### config.mk
export PLATFORM = sky130hd
export DESIGN_NAME = drmc_ctrl
export DESIGN_NICKNAME = d
export VERILOG_FILES = /design/src/hdl/drmc_pkg.sv /design/src/hdl/drmc_ctrl.sv /design/src/hdl/drmc_timer.sv /design/src/hdl/drmc_refresh_tick.sv
export SDC_FILE = /design/constraint.sdc
export NUM_CORES = 1
export LEC_CHECK = 0
export BUFFER_PORTS_ARGS = -buffer_cell sky130_fd_sc_hd__buf_2
export CAP_MARGIN = 25
export CORE_MARGIN = 2
export CORE_UTILIZATION = 40
export CTS_CLUSTER_DIAMETER = 200
export DETAILED_ROUTE_END_ITERATION = 6
export GPL_ROUTABILITY_DRIVEN = 0
export GPL_TIMING_DRIVEN = 0
export SLEW_MARGIN = 20
export SYNTH_ARGS = -nofsm -noshare
export SYNTH_HDL_FRONTEND = slang
export SYNTH_HIERARCHICAL = 1
export SYNTH_SLANG_ARGS = --single-unit
### constraint.sdc
create_clock -name clk -period 3.3 [get_ports clk]
set_input_delay 0.495 -clock clk [delete_from_list [all_inputs] [get_ports clk]]
set_output_delay 0.495 -clock clk [all_outputs]
set_load 0.1 [all_outputs]
### src/hdl/drmc_pkg.sv
// Package of constants and types for the strobe DRAM controller
// Functional notes
// - Refresh every row within four milliseconds
// - Strobe all 256 rows, each refreshes row
// - Column strobe stays high during refresh
// - Page mode: hold row, strobe successive columns
// - 64 columns per page per device
// - Decode column strobe to selected device only
// - Row strobe high 100 us before init
// - Eight row-strobe cycles complete initialization
// - Row precharge at least 80 ns
// - Column strobe low at least 70 ns
// - Column falls 20 ns after row falls
// - Column low until 120 ns after row
// - Row rises 70 ns after column falls
// - Column high before next row fall
// - Write enable high reads, low writes
// - Row bits on row edge, column after
package drmc_pkg;

  // ==========================================================
  // Clock and timing
  localparam int CLK_MHZ = 20;
  localparam int ROW_PRECHARGE_TIME_NS = 80;
  localparam int COLUMN_LOW_TIME_NS = 70;
  localparam int ROW_TO_COLUMN_DELAY_NS = 20;
  localparam int COLUMN_HOLD_AFTER_ROW_NS = 120;
  localparam int ROW_HOLD_AFTER_COLUMN_NS = 70;
  localparam int POWERUP_WAIT_US = 100;
  localparam int REFRESH_PERIOD_US = 4000;
  localparam int ROW_COUNT = 256;
  localparam int INIT_CYCLES = 8;
  // Least times round up to whole cycles
  localparam int ROW_PRECHARGE_CYC =
    (ROW_PRECHARGE_TIME_NS * CLK_MHZ + 999) / 1000;
  localparam int COLUMN_LOW_CYC =
    (COLUMN_LOW_TIME_NS * CLK_MHZ + 999) / 1000;
  localparam int ROW_TO_COLUMN_CYC =
    (ROW_TO_COLUMN_DELAY_NS * CLK_MHZ + 999) / 1000;
  localparam int COLUMN_HOLD_CYC =
    (COLUMN_HOLD_AFTER_ROW_NS * CLK_MHZ + 999) / 1000;
  localparam int ROW_HOLD_CYC =
    (ROW_HOLD_AFTER_COLUMN_NS * CLK_MHZ + 999) / 1000;
  localparam int POWERUP_CYC = POWERUP_WAIT_US * CLK_MHZ;
  // Longest time rounds down; spread over all rows
  localparam int REFRESH_ROW_CYC =
    (REFRESH_PERIOD_US * CLK_MHZ) / ROW_COUNT;

  // ==========================================================
  // Address layout
  localparam int ROW_BITS = 8;
  localparam int COL_BITS = 6;
  localparam int DATA_BITS = 4;

  // Request kinds
  typedef enum logic [1:0] {
    DRMC_OP_READ,
    DRMC_OP_WRITE
  } drmc_op_t;

endpackage

### src/hdl/drmc_ctrl.sv
// Host-side controller driving a 16K x 4 strobe DRAM bank
`timescale 1ns/1ns
module drmc_ctrl #(
  parameter int NUM_DEV     = 4,
  parameter int POWERUP_CYC = drmc_pkg::POWERUP_CYC,
  parameter int REFRESH_CYC = drmc_pkg::REFRESH_ROW_CYC
) (
  // Clock and reset
  input  wire logic                        clk,
  input  wire logic                        reset,
  // User request
  input  wire logic                        req_valid,
  output logic                             req_ready,
  input  wire logic                        req_write,
  input  wire logic [drmc_pkg::ROW_BITS-1:0] req_row,
  input  wire logic [drmc_pkg::COL_BITS-1:0] req_col,
  input  wire logic [$clog2(NUM_DEV)-1:0]  req_dev,
  input  wire logic [drmc_pkg::DATA_BITS-1:0] req_wdata,
  input  wire logic                        req_page_hold,
  // User answer
  output logic                             rd_valid,
  output logic [drmc_pkg::DATA_BITS-1:0]   rd_data,
  output logic                             init_done,
  // DRAM pins (strobes active low)
  output logic                             row_strobe_n,
  output logic [NUM_DEV-1:0]               col_strobe_n,
  output logic                             write_en_n,
  output logic                             out_en_n,
  output logic [drmc_pkg::ROW_BITS-1:0]    mux_address,
  input  wire logic [drmc_pkg::DATA_BITS-1:0] data_io_in,
  output logic [drmc_pkg::DATA_BITS-1:0]   data_io_out,
  output logic                             data_io_oe_n
);

  localparam int DW = drmc_pkg::DATA_BITS;
  localparam int RW = drmc_pkg::ROW_BITS;
  localparam int CW = drmc_pkg::COL_BITS;
  localparam int DVW = $clog2(NUM_DEV);
  localparam int TW = $clog2(POWERUP_CYC + 1) + 1;
  // Column low must cover both its own width and the row hold after the column falls
  localparam int COL_LOW_CYC =
    (drmc_pkg::COLUMN_LOW_CYC > drmc_pkg::ROW_HOLD_CYC) ?
    drmc_pkg::COLUMN_LOW_CYC : drmc_pkg::ROW_HOLD_CYC;
  localparam int ROW_LOW_MIN_CYC = drmc_pkg::COLUMN_HOLD_CYC;

  initial begin
    if (NUM_DEV < 2 || (NUM_DEV & (NUM_DEV - 1)) != 0)
      $error("drmc_ctrl NUM_DEV must be a power of two");
    if (POWERUP_CYC < 2 || REFRESH_CYC < 16)
      $error("drmc_ctrl counts too small");
  end

  typedef enum {
    S_POWERUP, S_INIT_LOW, S_INIT_HIGH, S_IDLE, S_ROW,
    S_COL_LOW, S_COL_HIGH, S_REF_LOW, S_PRECHARGE
  } drmc_fsm_t;

  typedef struct packed {
    drmc_fsm_t           fsm;
    logic [3:0]          init_cnt;
    logic [RW-1:0]       ref_row;
    logic                ref_pending;
    logic                row_open;
    logic [RW-1:0]       open_row;
    logic [DVW-1:0]      dev;
    logic [CW-1:0]       col;
    logic                wr;
    logic [DW-1:0]       wdata;
    logic                ras_n;
    logic [NUM_DEV-1:0]  cas_n;
    logic                we_n;
    logic                oe_n;
    logic [RW-1:0]       addr;
    logic                dq_oe_n;
    logic                rd_valid;
    logic [DW-1:0]       rd_data;
    logic                init_done;
    logic                tload;
    logic [TW-1:0]       tcount;
    logic                row_tload;
  } drmc_state_t;

  drmc_state_t st;
  drmc_state_t next_st;
  logic        tdone;
  logic        row_tdone;
  logic        ref_tick;

  // ==========================================================
  // Interval timers and refresh divider
  drmc_timer #(.WIDTH(TW)) u_phase_timer (
    .clk   (clk),
    .reset (reset),
    .load  (st.tload),
    .count (st.tcount),
    .done  (tdone)
  );

  // Tracks the least row-low time from the row strobe falling
  drmc_timer #(.WIDTH(TW)) u_row_timer (
    .clk   (clk),
    .reset (reset),
    .load  (st.row_tload),
    .count (TW'(ROW_LOW_MIN_CYC)),
    .done  (row_tdone)
  );

  drmc_refresh_tick #(.PERIOD(REFRESH_CYC)) u_ref_tick (
    .clk   (clk),
    .reset (reset),
    .tick  (ref_tick)
  );

  // A request is taken only in idle with no refresh waiting,
  // or in page mode on the open row
  assign req_ready = (st.fsm == S_IDLE && !st.ref_pending) ||
                     (st.fsm == S_ROW && tdone && !st.ref_pending &&
                      !st.row_open && req_row == st.open_row);

  // ==========================================================
  // Sequencer
  always_comb begin
    next_st = st;
    next_st.tload = 1'b0;
    next_st.tcount = '0;
    next_st.row_tload = 1'b0;
    next_st.rd_valid = 1'b0;
    // Set wins over clear: a tick in the cycle that clears pending keeps it set
    if (ref_tick) begin
      next_st.ref_pending = 1'b1;
    end
    unique case (st.fsm)
      // row high for the power-up wait
      S_POWERUP: begin
        if (tdone) begin
          next_st.fsm = S_INIT_LOW;
          next_st.ras_n = 1'b0;
          next_st.tload = 1'b1;
          next_st.tcount = TW'(ROW_LOW_MIN_CYC);
        end
      end
      // eight row cycles, column kept high
      S_INIT_LOW: begin
        if (tdone) begin
          next_st.ras_n = 1'b1;
          next_st.init_cnt = st.init_cnt + 1'b1;
          next_st.fsm = S_INIT_HIGH;
          next_st.tload = 1'b1;
          next_st.tcount = TW'(drmc_pkg::ROW_PRECHARGE_CYC);
        end
      end
      S_INIT_HIGH: begin
        if (tdone) begin
          if (st.init_cnt == 4'(drmc_pkg::INIT_CYCLES)) begin
            next_st.fsm = S_IDLE;
            next_st.init_done = 1'b1;
          end else begin
            next_st.fsm = S_INIT_LOW;
            next_st.ras_n = 1'b0;
            next_st.tload = 1'b1;
            next_st.tcount = TW'(ROW_LOW_MIN_CYC);
          end
        end
      end
      S_IDLE: begin
        if (st.ref_pending) begin
          // row-only refresh of the next row
          next_st.addr = st.ref_row;
          next_st.ras_n = 1'b0;
          next_st.fsm = S_REF_LOW;
          next_st.tload = 1'b1;
          next_st.tcount = TW'(ROW_LOW_MIN_CYC);
        end else if (req_valid) begin
          // row address stable as the row strobe falls
          next_st.addr = req_row;
          next_st.open_row = req_row;
          next_st.ras_n = 1'b0;
          next_st.row_tload = 1'b1;
          next_st.row_open = 1'b1;
          next_st.dev = req_dev;
          next_st.col = req_col;
          next_st.wr = req_write;
          next_st.wdata = req_wdata;
          next_st.fsm = S_ROW;
          next_st.tload = 1'b1;
          // column waits its delay after the row falls
          next_st.tcount = TW'(drmc_pkg::ROW_TO_COLUMN_CYC);
        end
      end
      S_ROW: begin
        if (tdone) begin
          // A page request is taken only once the last column is done
          if (req_ready && req_valid) begin
            next_st.dev = req_dev;
            next_st.col = req_col;
            next_st.wr = req_write;
            next_st.wdata = req_wdata;
            next_st.row_open = 1'b1;
          end
          if (next_st.row_open) begin
            // column bits ride on address lines one to six
            next_st.addr = {{(RW - CW - 1){1'b0}}, next_st.col, 1'b0};
            // early write, enable falls before column
            next_st.we_n = !next_st.wr;
            next_st.oe_n = next_st.wr;
            next_st.dq_oe_n = !next_st.wr;
            next_st.fsm = S_COL_LOW;
            next_st.row_open = 1'b0;
          end else if (!req_page_hold || st.ref_pending) begin
            next_st.fsm = S_PRECHARGE;
          end
        end
      end
      S_COL_LOW: begin
        if (st.cas_n == '1) begin
          // one row strobe spans every device
          // only the selected device sees a column strobe
          next_st.cas_n = ~(NUM_DEV'(1) << st.dev);
          next_st.tload = 1'b1;
          // column low and row hold after the column falls
          next_st.tcount = TW'(COL_LOW_CYC);
        end else if (tdone && row_tdone) begin
          // column stays low past the hold from row fall
          if (!st.wr) begin
            next_st.rd_data = data_io_in;
            next_st.rd_valid = 1'b1;
          end
          next_st.cas_n = '1;
          next_st.we_n = 1'b1;
          next_st.oe_n = 1'b1;
          next_st.dq_oe_n = 1'b1;
          next_st.fsm = S_COL_HIGH;
          next_st.tload = 1'b1;
          next_st.tcount = TW'(drmc_pkg::ROW_TO_COLUMN_CYC);
        end
      end
      // page mode keeps the row low for the next column
      S_COL_HIGH: begin
        if (tdone) begin
          next_st.fsm = S_ROW;
        end
      end
      S_REF_LOW: begin
        if (tdone) begin
          next_st.ref_row = st.ref_row + 1'b1;
          next_st.ref_pending = ref_tick;
          next_st.fsm = S_PRECHARGE;
        end
      end
      // column already high as the row rises
      // precharge before the next row fall
      S_PRECHARGE: begin
        if (st.ras_n == 1'b0) begin
          next_st.ras_n = 1'b1;
          next_st.tload = 1'b1;
          next_st.tcount = TW'(drmc_pkg::ROW_PRECHARGE_CYC);
        end else if (tdone) begin
          next_st.fsm = S_IDLE;
        end
      end
    endcase
  end

  // Reset starts the power-up wait at once
  always_ff @(posedge clk) begin
    if (reset) begin
      st <= '0;
      st.fsm <= S_POWERUP;
      st.ras_n <= 1'b1;
      st.cas_n <= '1;
      st.we_n <= 1'b1;
      st.oe_n <= 1'b1;
      st.dq_oe_n <= 1'b1;
      st.tload <= 1'b1;
      st.tcount <= TW'(POWERUP_CYC);
    end else begin
      st <= next_st;
    end
  end

  // ==========================================================
  // Pin and answer outputs, all registered
  assign row_strobe_n = st.ras_n;
  assign col_strobe_n = st.cas_n;
  assign write_en_n   = st.we_n;
  assign out_en_n     = st.oe_n;
  assign mux_address  = st.addr;
  assign data_io_out  = st.wdata;
  assign data_io_oe_n = st.dq_oe_n;
  assign rd_valid     = st.rd_valid;
  assign rd_data      = st.rd_data;
  assign init_done    = st.init_done;

endmodule

### src/hdl/drmc_timer.sv
// Down counter that marks when a minimum interval has elapsed
`timescale 1ns/1ns
module drmc_timer #(
  parameter int WIDTH = 20
) (
  // Clock and reset
  input  wire logic             clk,
  input  wire logic             reset,
  // Control
  input  wire logic             load,
  input  wire logic [WIDTH-1:0] count,
  // Status
  output logic                  done
);

  typedef struct packed {
    logic [WIDTH-1:0] cnt;
  } drmc_timer_state_t;

  drmc_timer_state_t st;
  drmc_timer_state_t next_st;

  initial begin
    if (WIDTH < 2) $error("drmc_timer WIDTH too small");
  end

  // Load wins over counting so back-to-back loads restart cleanly
  always_comb begin
    next_st = st;
    if (load) begin
      next_st.cnt = count;
    end else if (st.cnt != '0) begin
      next_st.cnt = st.cnt - 1'b1;
    end
  end

  always_ff @(posedge clk) begin
    if (reset) begin
      st <= '0;
    end else begin
      st <= next_st;
    end
  end

  assign done = (st.cnt == '0) && !load;

endmodule

### src/hdl/drmc_refresh_tick.sv
// Divider that raises a one-cycle refresh request per row interval
`timescale 1ns/1ns
module drmc_refresh_tick #(
  parameter int PERIOD = 312
) (
  // Clock and reset
  input  wire logic clk,
  input  wire logic reset,
  // Enable pulse
  output logic      tick
);

  localparam int W = $clog2(PERIOD + 1);

  typedef struct packed {
    logic [W-1:0] cnt;
    logic         tick;
  } drmc_tick_state_t;

  drmc_tick_state_t st;
  drmc_tick_state_t next_st;

  initial begin
    if (PERIOD < 2) $error("drmc_refresh_tick PERIOD too small");
  end

  // Free-running divider; tick is registered
  always_comb begin
    next_st = st;
    next_st.tick = 1'b0;
    if (st.cnt == W'(PERIOD - 1)) begin
      next_st.cnt = '0;
      next_st.tick = 1'b1;
    end else begin
      next_st.cnt = st.cnt + 1'b1;
    end
  end

  always_ff @(posedge clk) begin
    if (reset) begin
      st <= '0;
    end else begin
      st <= next_st;
    end
  end

  assign tick = st.tick;

endmodule

==> results of run 1 <==
area by class of cell:
type / instances / area (um^2) / area share
flip-flops and latches: 100 / 2000 / 0.333
clock buffers: 11 / 233 / 0.0387
well taps: 172 / 215 / 0.0358
inverters: 16 / 60.1 / 0.00998
plain buffers: 51 / 293 / 0.0486
clock inverters: 5 / 82.6 / 0.0137
repair buffers: 55 / 278 / 0.0462
multi-input cells: 457 / 2860 / 0.474
cells in the final DEF (no fill, tap or decap), types with 5 or more instances in the layout:
| cell | Yosys | routed |
|---|---|---|
| nand2b_1 | 20 | 20 |
| inv_1 | 16 | 16 |
| dfxtp_1 | 100 | 100 |
| conb_1 | 2 | 16 |
| nor2_1 | 62 | 61 |
| clkbuf_16 | 0 | 9 |
| or3_1 | 9 | 9 |
| nand2_1 | 71 | 71 |
| and4_1 | 6 | 6 |
| xnor2_1 | 19 | 19 |
| a31oi_1 | 9 | 9 |
| xor2_1 | 15 | 15 |
| nor3_1 | 6 | 6 |
| nand4b_1 | 5 | 5 |
| a211oi_1 | 6 | 6 |
| a221oi_1 | 7 | 7 |
| nand4_1 | 10 | 10 |
| a21oi_1 | 48 | 48 |
| nor4_1 | 5 | 5 |
| o21ai_0 | 15 | 15 |
| buf_2 | 11 | 65 |
| ha_1 | 8 | 8 |
| nand3_1 | 21 | 21 |
| buf_4 | 23 | 24 |
| o211a_1 | 12 | 12 |
| mux2i_1 | 18 | 18 |
| clkbuf_1 | 17 | 18 |
kinds of logic (layout without fill, tap and decap cells):
family / after synthesis / count (layout) / synth area share
buffers and inverters: 67 / 138 / 0.0683
AO/OA/AOI/OAI: 124 / 124 / 0.159
multiplexers: 21 / 21 / 0.0416
other: 2 / 16 / 0.00146
adder cells (fa/ha/maj): 8 / 8 / 0.0194
XOR/XNOR: 34 / 34 / 0.0579
AND/OR/NAND/NOR: 254 / 254 / 0.264
flip-flops: 100 / 100 / 0.389
how the worst min path moves through the flow:
stage	start	end	slack (ns)	cells after the start
4_1_cts	data_io_in[1]	rd_data[1]$_SDFFE_PP0P_	0.37	3
3_3_place_gp	st[46]$_SDFFE_PP0P_	st[46]$_SDFFE_PP0P_	0.43	2
6_report	data_io_in[1]	rd_data[1]$_SDFFE_PP0P_	0.37	3
3_5_place_dp	st[41]$_SDFFE_PP0P_	st[41]$_SDFFE_PP0P_	0.44	2
2_1_floorplan	u_ref_tick/tick$_SDFF_PP0_	st[58]$_SDFF_PP0_	0.41	2
5_1_grt	data_io_in[3]	rd_data[3]$_SDFFE_PP0P_	0.39	3
critical path, stage by stage (launching register included):
cell and delay (ns):
dfxtp_1 0.37, nor4_2 0.50, and4_1 0.25, buf_2 0.20
clkbuf_2 0.27, nand4_1 0.15, o22ai_2 0.17, buf_4 0.32
state kept, by name, summed over array words and instances (netlist names):
name	count
data_io_oe_n	1
data_io_out	4
u_ref_tick/st	9
u_phase_timer/st	12
row_strobe_n	1
out_en_n	1
init_done	1
st	40
rd_data	4
col_strobe_n	4
u_ref_tick/tick	1
write_en_n	1
u_row_timer/st	12
mux_address	8
rd_valid	1
stage by stage:
step	area, um^2	util
2_1_floorplan	5210	-
3_3_place_gp	5700	0.453
3_5_place_dp	5700	0.453
4_1_cts	6010	0.479
5_1_grt	6020	0.479
6_report	6020	0.479
report_power, final:
part	switching [mW]	leakage [nW]	internal, mW	total [mW]
clock	0.471	0.155	0.670	1.14
sequential	0.0821	0.813	1.28	1.36
combinational	0.298	1.45	0.280	0.578
layer usage:
layer / vias to the layer above / part of all wire
li1: 2287 / -
met1: 2143 / 0.46
met2: 82 / 0.48
met3: 20 / 0.037
met4: 0 / 0.022
met5: - / 0
what timing repair did:
action	CTS	global route
pin swaps	0	0
setup endpoints to repair	1	13
gates resized for setup	1	3
==> results_dict.tcl, run 1 <==
set metrics [dict create \
    skew_ns 0.0127 \
    grt_util_all_layers 0.183 \
    grt_busiest_layer "met2" \
    synthCells 610 \
    end_kind "output pin" \
    yosysWarnings 6 \
    cp-start-kind "register" \
    clock_path_buffers 2 \
    area.growth.synth_to_final_pct 16.9 \
    setup_tns_ns 0 \
    r2r-end "mux_address[5]$_SDFFE_PP0P_" \
    maxSlewViolCount 0 \
    r2r_slack_ns 0.34 \
    cp.arrival_ns 2.58 \
    avgViaCountPerCell 5.23 \
    power_density_nw_per_um2 512 \
    final_antenna_net_count 0 \
    required_ns 2.80 \
    cts.sinks 100 \
    netlist-cell-type-count 61 \
    max_freq_mhz 325 \
    grt_antenna_before_repair 0 \
    irDropWorstVdd_mv 0.244 \
    period_share 0.932 \
    h-tree-depth 3 \
    drt-initial-drc-count 234 \
    drc_errors 0 \
    place_ws_ns 0.159 \
    maxCapViolCount 0 \
    synth_top_area_cell "dfxtp_1" \
    worstSkewPairLatency_ns 0.35 \
    dpl.hpwl_mm 9.10 \
    grt-ovfl-total 0 \
    io_pins 56 \
    total_power_mw 3.08 \
    rsz0062_at_grt "false" \
    synth_most_common_cell "dfxtp_1" \
    num-nets-final 727 \
    ys_seq_elements 100 \
    ys_top_cells_by_area "dfxtp_1, nand2_1, a21oi_1" \
    cts_tree "yes" \
    synth_common_cells "dfxtp_1, nand2_1, nor2_1, a21oi_1, buf_4" \
    min_period_ns 3.07 \
    vias 4532 \
    met2_usage 0.303 \
    synth_top_area_frac 0.389 \
    synthesis.area_um2 5150 \
    grt_use_met3 0.0355 \
    startpoint "u_phase_timer/st[4]$_SDFFE_PP0N_" \
    cts-root-buf "clkbuf_16" \
    endpoint "req_ready" \
    setup_ws_ns 0.226 \
    num_rows 41 \
    reg2regPathDepth 11 \
    synth-edff-count 0 \
    clk_pin_slew_ns 0.07 \
    grt_use_met1 0.233 \
    max_slew_margin 0.375 \
    nFillCells 1273 \
    core_um2 12600 \
    hold_viol 0 \
    die_w_um 117 \
    grt_max_degree 19 \
    path_class "register to output pin" \
    synth_area_per_cell_um2 8.44 \
    layoutNonFillerInstCount 867 \
    drt-total-wl_mm 12.4 \
    numCtsBuffers 9 \
    final-setup-viol-count 0 \
    drive_above_1_share 0.184 \
    wl_per_cell_um 14.3 \
    dieArea_um2 13800 \
    grt_pass1_vias 4405 \
    cts_setup_buffers 0 \
    start_util 0.410 \
    worst_slew_pin_slew_ns 0.930 \
    crit_fanout 10 \
    synthFlopType "dfxtp_1" \
    die_h_um 117 \
    ys_seq_area_frac 0.389 \
    leakagePower_nw 2.42 \
    status "complete, no violations" \
    hold_buffers 0 \
    drtPass1Iterations 5 \
    min_path_type "input port to register" \
    dpl.cell_count 851 \
    grt_pass1_wl_mm 20.9 \
    synthArstFlopShare 0 \
    timing.rr.start "u_phase_timer/st[0]$_SDFFE_PP0N_" \
    whs_ns 0.372 \
    antenna_cells 0 \
    portBuffers 55 \
]
No activity file was read; power rests on OpenSTA's default activity.
==> run 2: changes to the inputs <==
--- a/config.mk
+++ b/config.mk
@@ -6,9 +6,10 @@
 export NUM_CORES = 1
 export LEC_CHECK = 0
 export BUFFER_PORTS_ARGS = -buffer_cell sky130_fd_sc_hd__buf_2
-export CAP_MARGIN = 25
+export CAP_MARGIN = 30
 export CORE_MARGIN = 2
 export CORE_UTILIZATION = 40
+export CTS_BUF_LIST = sky130_fd_sc_hd__clkbuf_8
 export CTS_CLUSTER_DIAMETER = 200
 export DETAILED_ROUTE_END_ITERATION = 6
 export GPL_ROUTABILITY_DRIVEN = 0
==> run 2 against run 1 <==
Compared with the run above: combinational power increased by 0.9%; sequential share of layout area grew 0.55 points; final area shrank 1.6%; utilization is 0.78 points lower; worst hold slack worse by 0.037 ns; sequential power is essentially flat; worst setup slack gained 0.076 ns; highest routed layer unchanged.
==> results_dict.tcl, run 2 (synthesis results as in run 1) <==
set metrics [dict create \
    die_w_um 117 \
    leakagePower_nw 2.38 \
    hold_viol 0 \
    grt_antenna_before_repair 0 \
    min_path_type "input port to register" \
    layoutNonFillerInstCount 866 \
    cts-root-buf "clkbuf_8" \
    rsz0062_at_grt "false" \
    nFillCells 1280 \
    cts_tree "yes" \
    grt_util_all_layers 0.183 \
    final_cell_mix "dfxtp_1, nand2_1, buf_2" \
    required_ns 3.59 \
    path_class "register to register" \
    maxCapViolCount 0 \
    worst_slew_pin_slew_ns 0.965 \
    clk_pin_slew_ns 0.10 \
    drc_errors 0 \
    cp.arrival_ns 3.28 \
    drt-total-wl_mm 12.4 \
    top_register "st" \
    end_kind "register" \
    maxSlewViolCount 0 \
    cts_setup_buffers 0 \
    grt_use_met3 0.0316 \
    numCtsBuffers 9 \
    num_rows 41 \
    drive_above_1_share 0.183 \
    die_h_um 117 \
    num-nets-final 726 \
    core_um2 12600 \
    final-setup-viol-count 0 \
    final_common_cell "dfxtp_1" \
    skew_ns 0.0189 \
    io_pins 56 \
    grt_pass1_wl_mm 20.8 \
    start_util 0.410 \
    irDropWorstVdd_mv 0.205 \
    grt_pass1_vias 4404 \
    dpl.hpwl_mm 9.10 \
    grt_max_degree 19 \
    cts.sinks 100 \
    max_freq_mhz 334 \
    worstSkewPairLatency_ns 0.39 \
    drt-initial-drc-count 225 \
    max_slew_margin 0.351 \
    portBuffers 55 \
    power_density_nw_per_um2 476 \
    clock_path_buffers 2 \
    area.growth.synth_to_final_pct 15.0 \
    grt_busiest_layer "met2" \
    wl_per_cell_um 14.3 \
    vias 4503 \
    grt-ovfl-total 0 \
    grt_use_met1 0.232 \
    drtPass1Iterations 4 \
    dpl.cell_count 851 \
    met2_usage 0.304 \
    h-tree-depth 3 \
    reg_top3 "st x40, u_phase_timer/st x12, u_row_timer/st x12" \
    period_share 0.908 \
    min_period_ns 3.00 \
    final_antenna_net_count 0 \
    cp-start-kind "register" \
    dieArea_um2 13800 \
    avgViaCountPerCell 5.20 \
    antenna_cells 0 \
    status "complete, no violations" \
    largest_reg_flops 40 \
    crit_fanout 18 \
    setup_tns_ns 0 \
]
-- run 2: cell types whose count changed in the layout (fill, tap and decap cells not counted) --
cell,before,now
inv_1,16,18
nor2_1,61,62
nor4_2,3,2
nand2_1,71,70
nand2_2,0,1
clkbuf_8,0,9
clkbuf_2,1,0
nor2_2,1,0
clkbuf_16,9,0
clkbuf_1,18,16
nor4_4,0,1
-- run 2: area by class of cell --
| class | instances | area, um^2 | area share |
|---|---|---|---|
| multi-input cells | 457 | 2860 | 0.484 |
| flip-flops and latches | 100 | 2000 | 0.338 |
| plain buffers | 50 | 288 | 0.0486 |
| repair buffers | 55 | 278 | 0.0469 |
| well taps | 172 | 215 | 0.0363 |
| clock buffers | 9 | 124 | 0.0209 |
| clock inverters | 7 | 90.1 | 0.0152 |
| inverters | 16 | 60.1 | 0.0101 |
-- run 2: per-stage QoR --
stage / area (um^2) / power [mW] / setup slack, ns / utilization / hold slack, ns
after CTS: 5910 / 2.85 / 0.208 / 0.470 / 0.313
after detailed placement: 5700 / 1.97 / 0.159 / 0.453 / 0.445
after floorplan: 5210 / 1.83 / 0.469 / - / 0.413
final: 5920 / 2.82 / 0.302 / 0.471 / 0.335
after global placement: 5700 / 1.94 / 0.251 / 0.453 / 0.435
after global routing: 5920 / 2.98 / 0.0937 / 0.471 / 0.341
-- run 2: worst max-delay path, stage by stage, from the launching register on --
cell	delay, ns
dfxtp_1	0.43
inv_1	0.09
ha_1	0.19
nor4b_1	0.13
and4_1	0.17
buf_2	0.22
and4_1	0.25
nor4bb_1	0.14
o31ai_1	0.59
buf_2	0.34
a31oi_1	0.07
a221oi_1	0.27
-- run 2: what timing repair did --
item                       CTS  global route
hold buffers                 0             0
pin swaps                    0             0
setup endpoints to repair    1            12
resized for setup            1             2
-- run 2: report_power, final --
group	internal [mW]	total [mW]	switching (mW)	leakage, nW
combinational	0.282	0.583	0.301	1.45
sequential	1.28	1.37	0.0845	0.813
clock	0.426	0.871	0.444	0.117
-- run 2: routing by layer --
layer | share of wire | vias to the layer above | wire length [um]
met5 | 0 | - | 0
li1 | - | 2280 | -
met2 | 0.49 | 79 | 6050
met4 | 0.019 | 0 | 235
met1 | 0.46 | 2129 | 5680
met3 | 0.035 | 15 | 437
-- run 2: path summary, 6_finish.rpt --
| check | startpoint | depth (start not counted) | end | slack [ns] |
|---|---|---|---|---|
| max | u_phase_timer/st[0]$_SDFFE_PP0N_ | 11 | mux_address[5]$_SDFFE_PP0P_ | 0.30 |
| min | data_io_in[1] | 3 | rd_data[1]$_SDFFE_PP0P_ | 0.33 |
| min reg2reg | st[41]$_SDFFE_PP0P_ | 2 | st[41]$_SDFFE_PP0P_ | 0.46 |
| max reg2reg | u_phase_timer/st[0]$_SDFFE_PP0N_ | 11 | mux_address[5]$_SDFFE_PP0P_ | 0.30 |
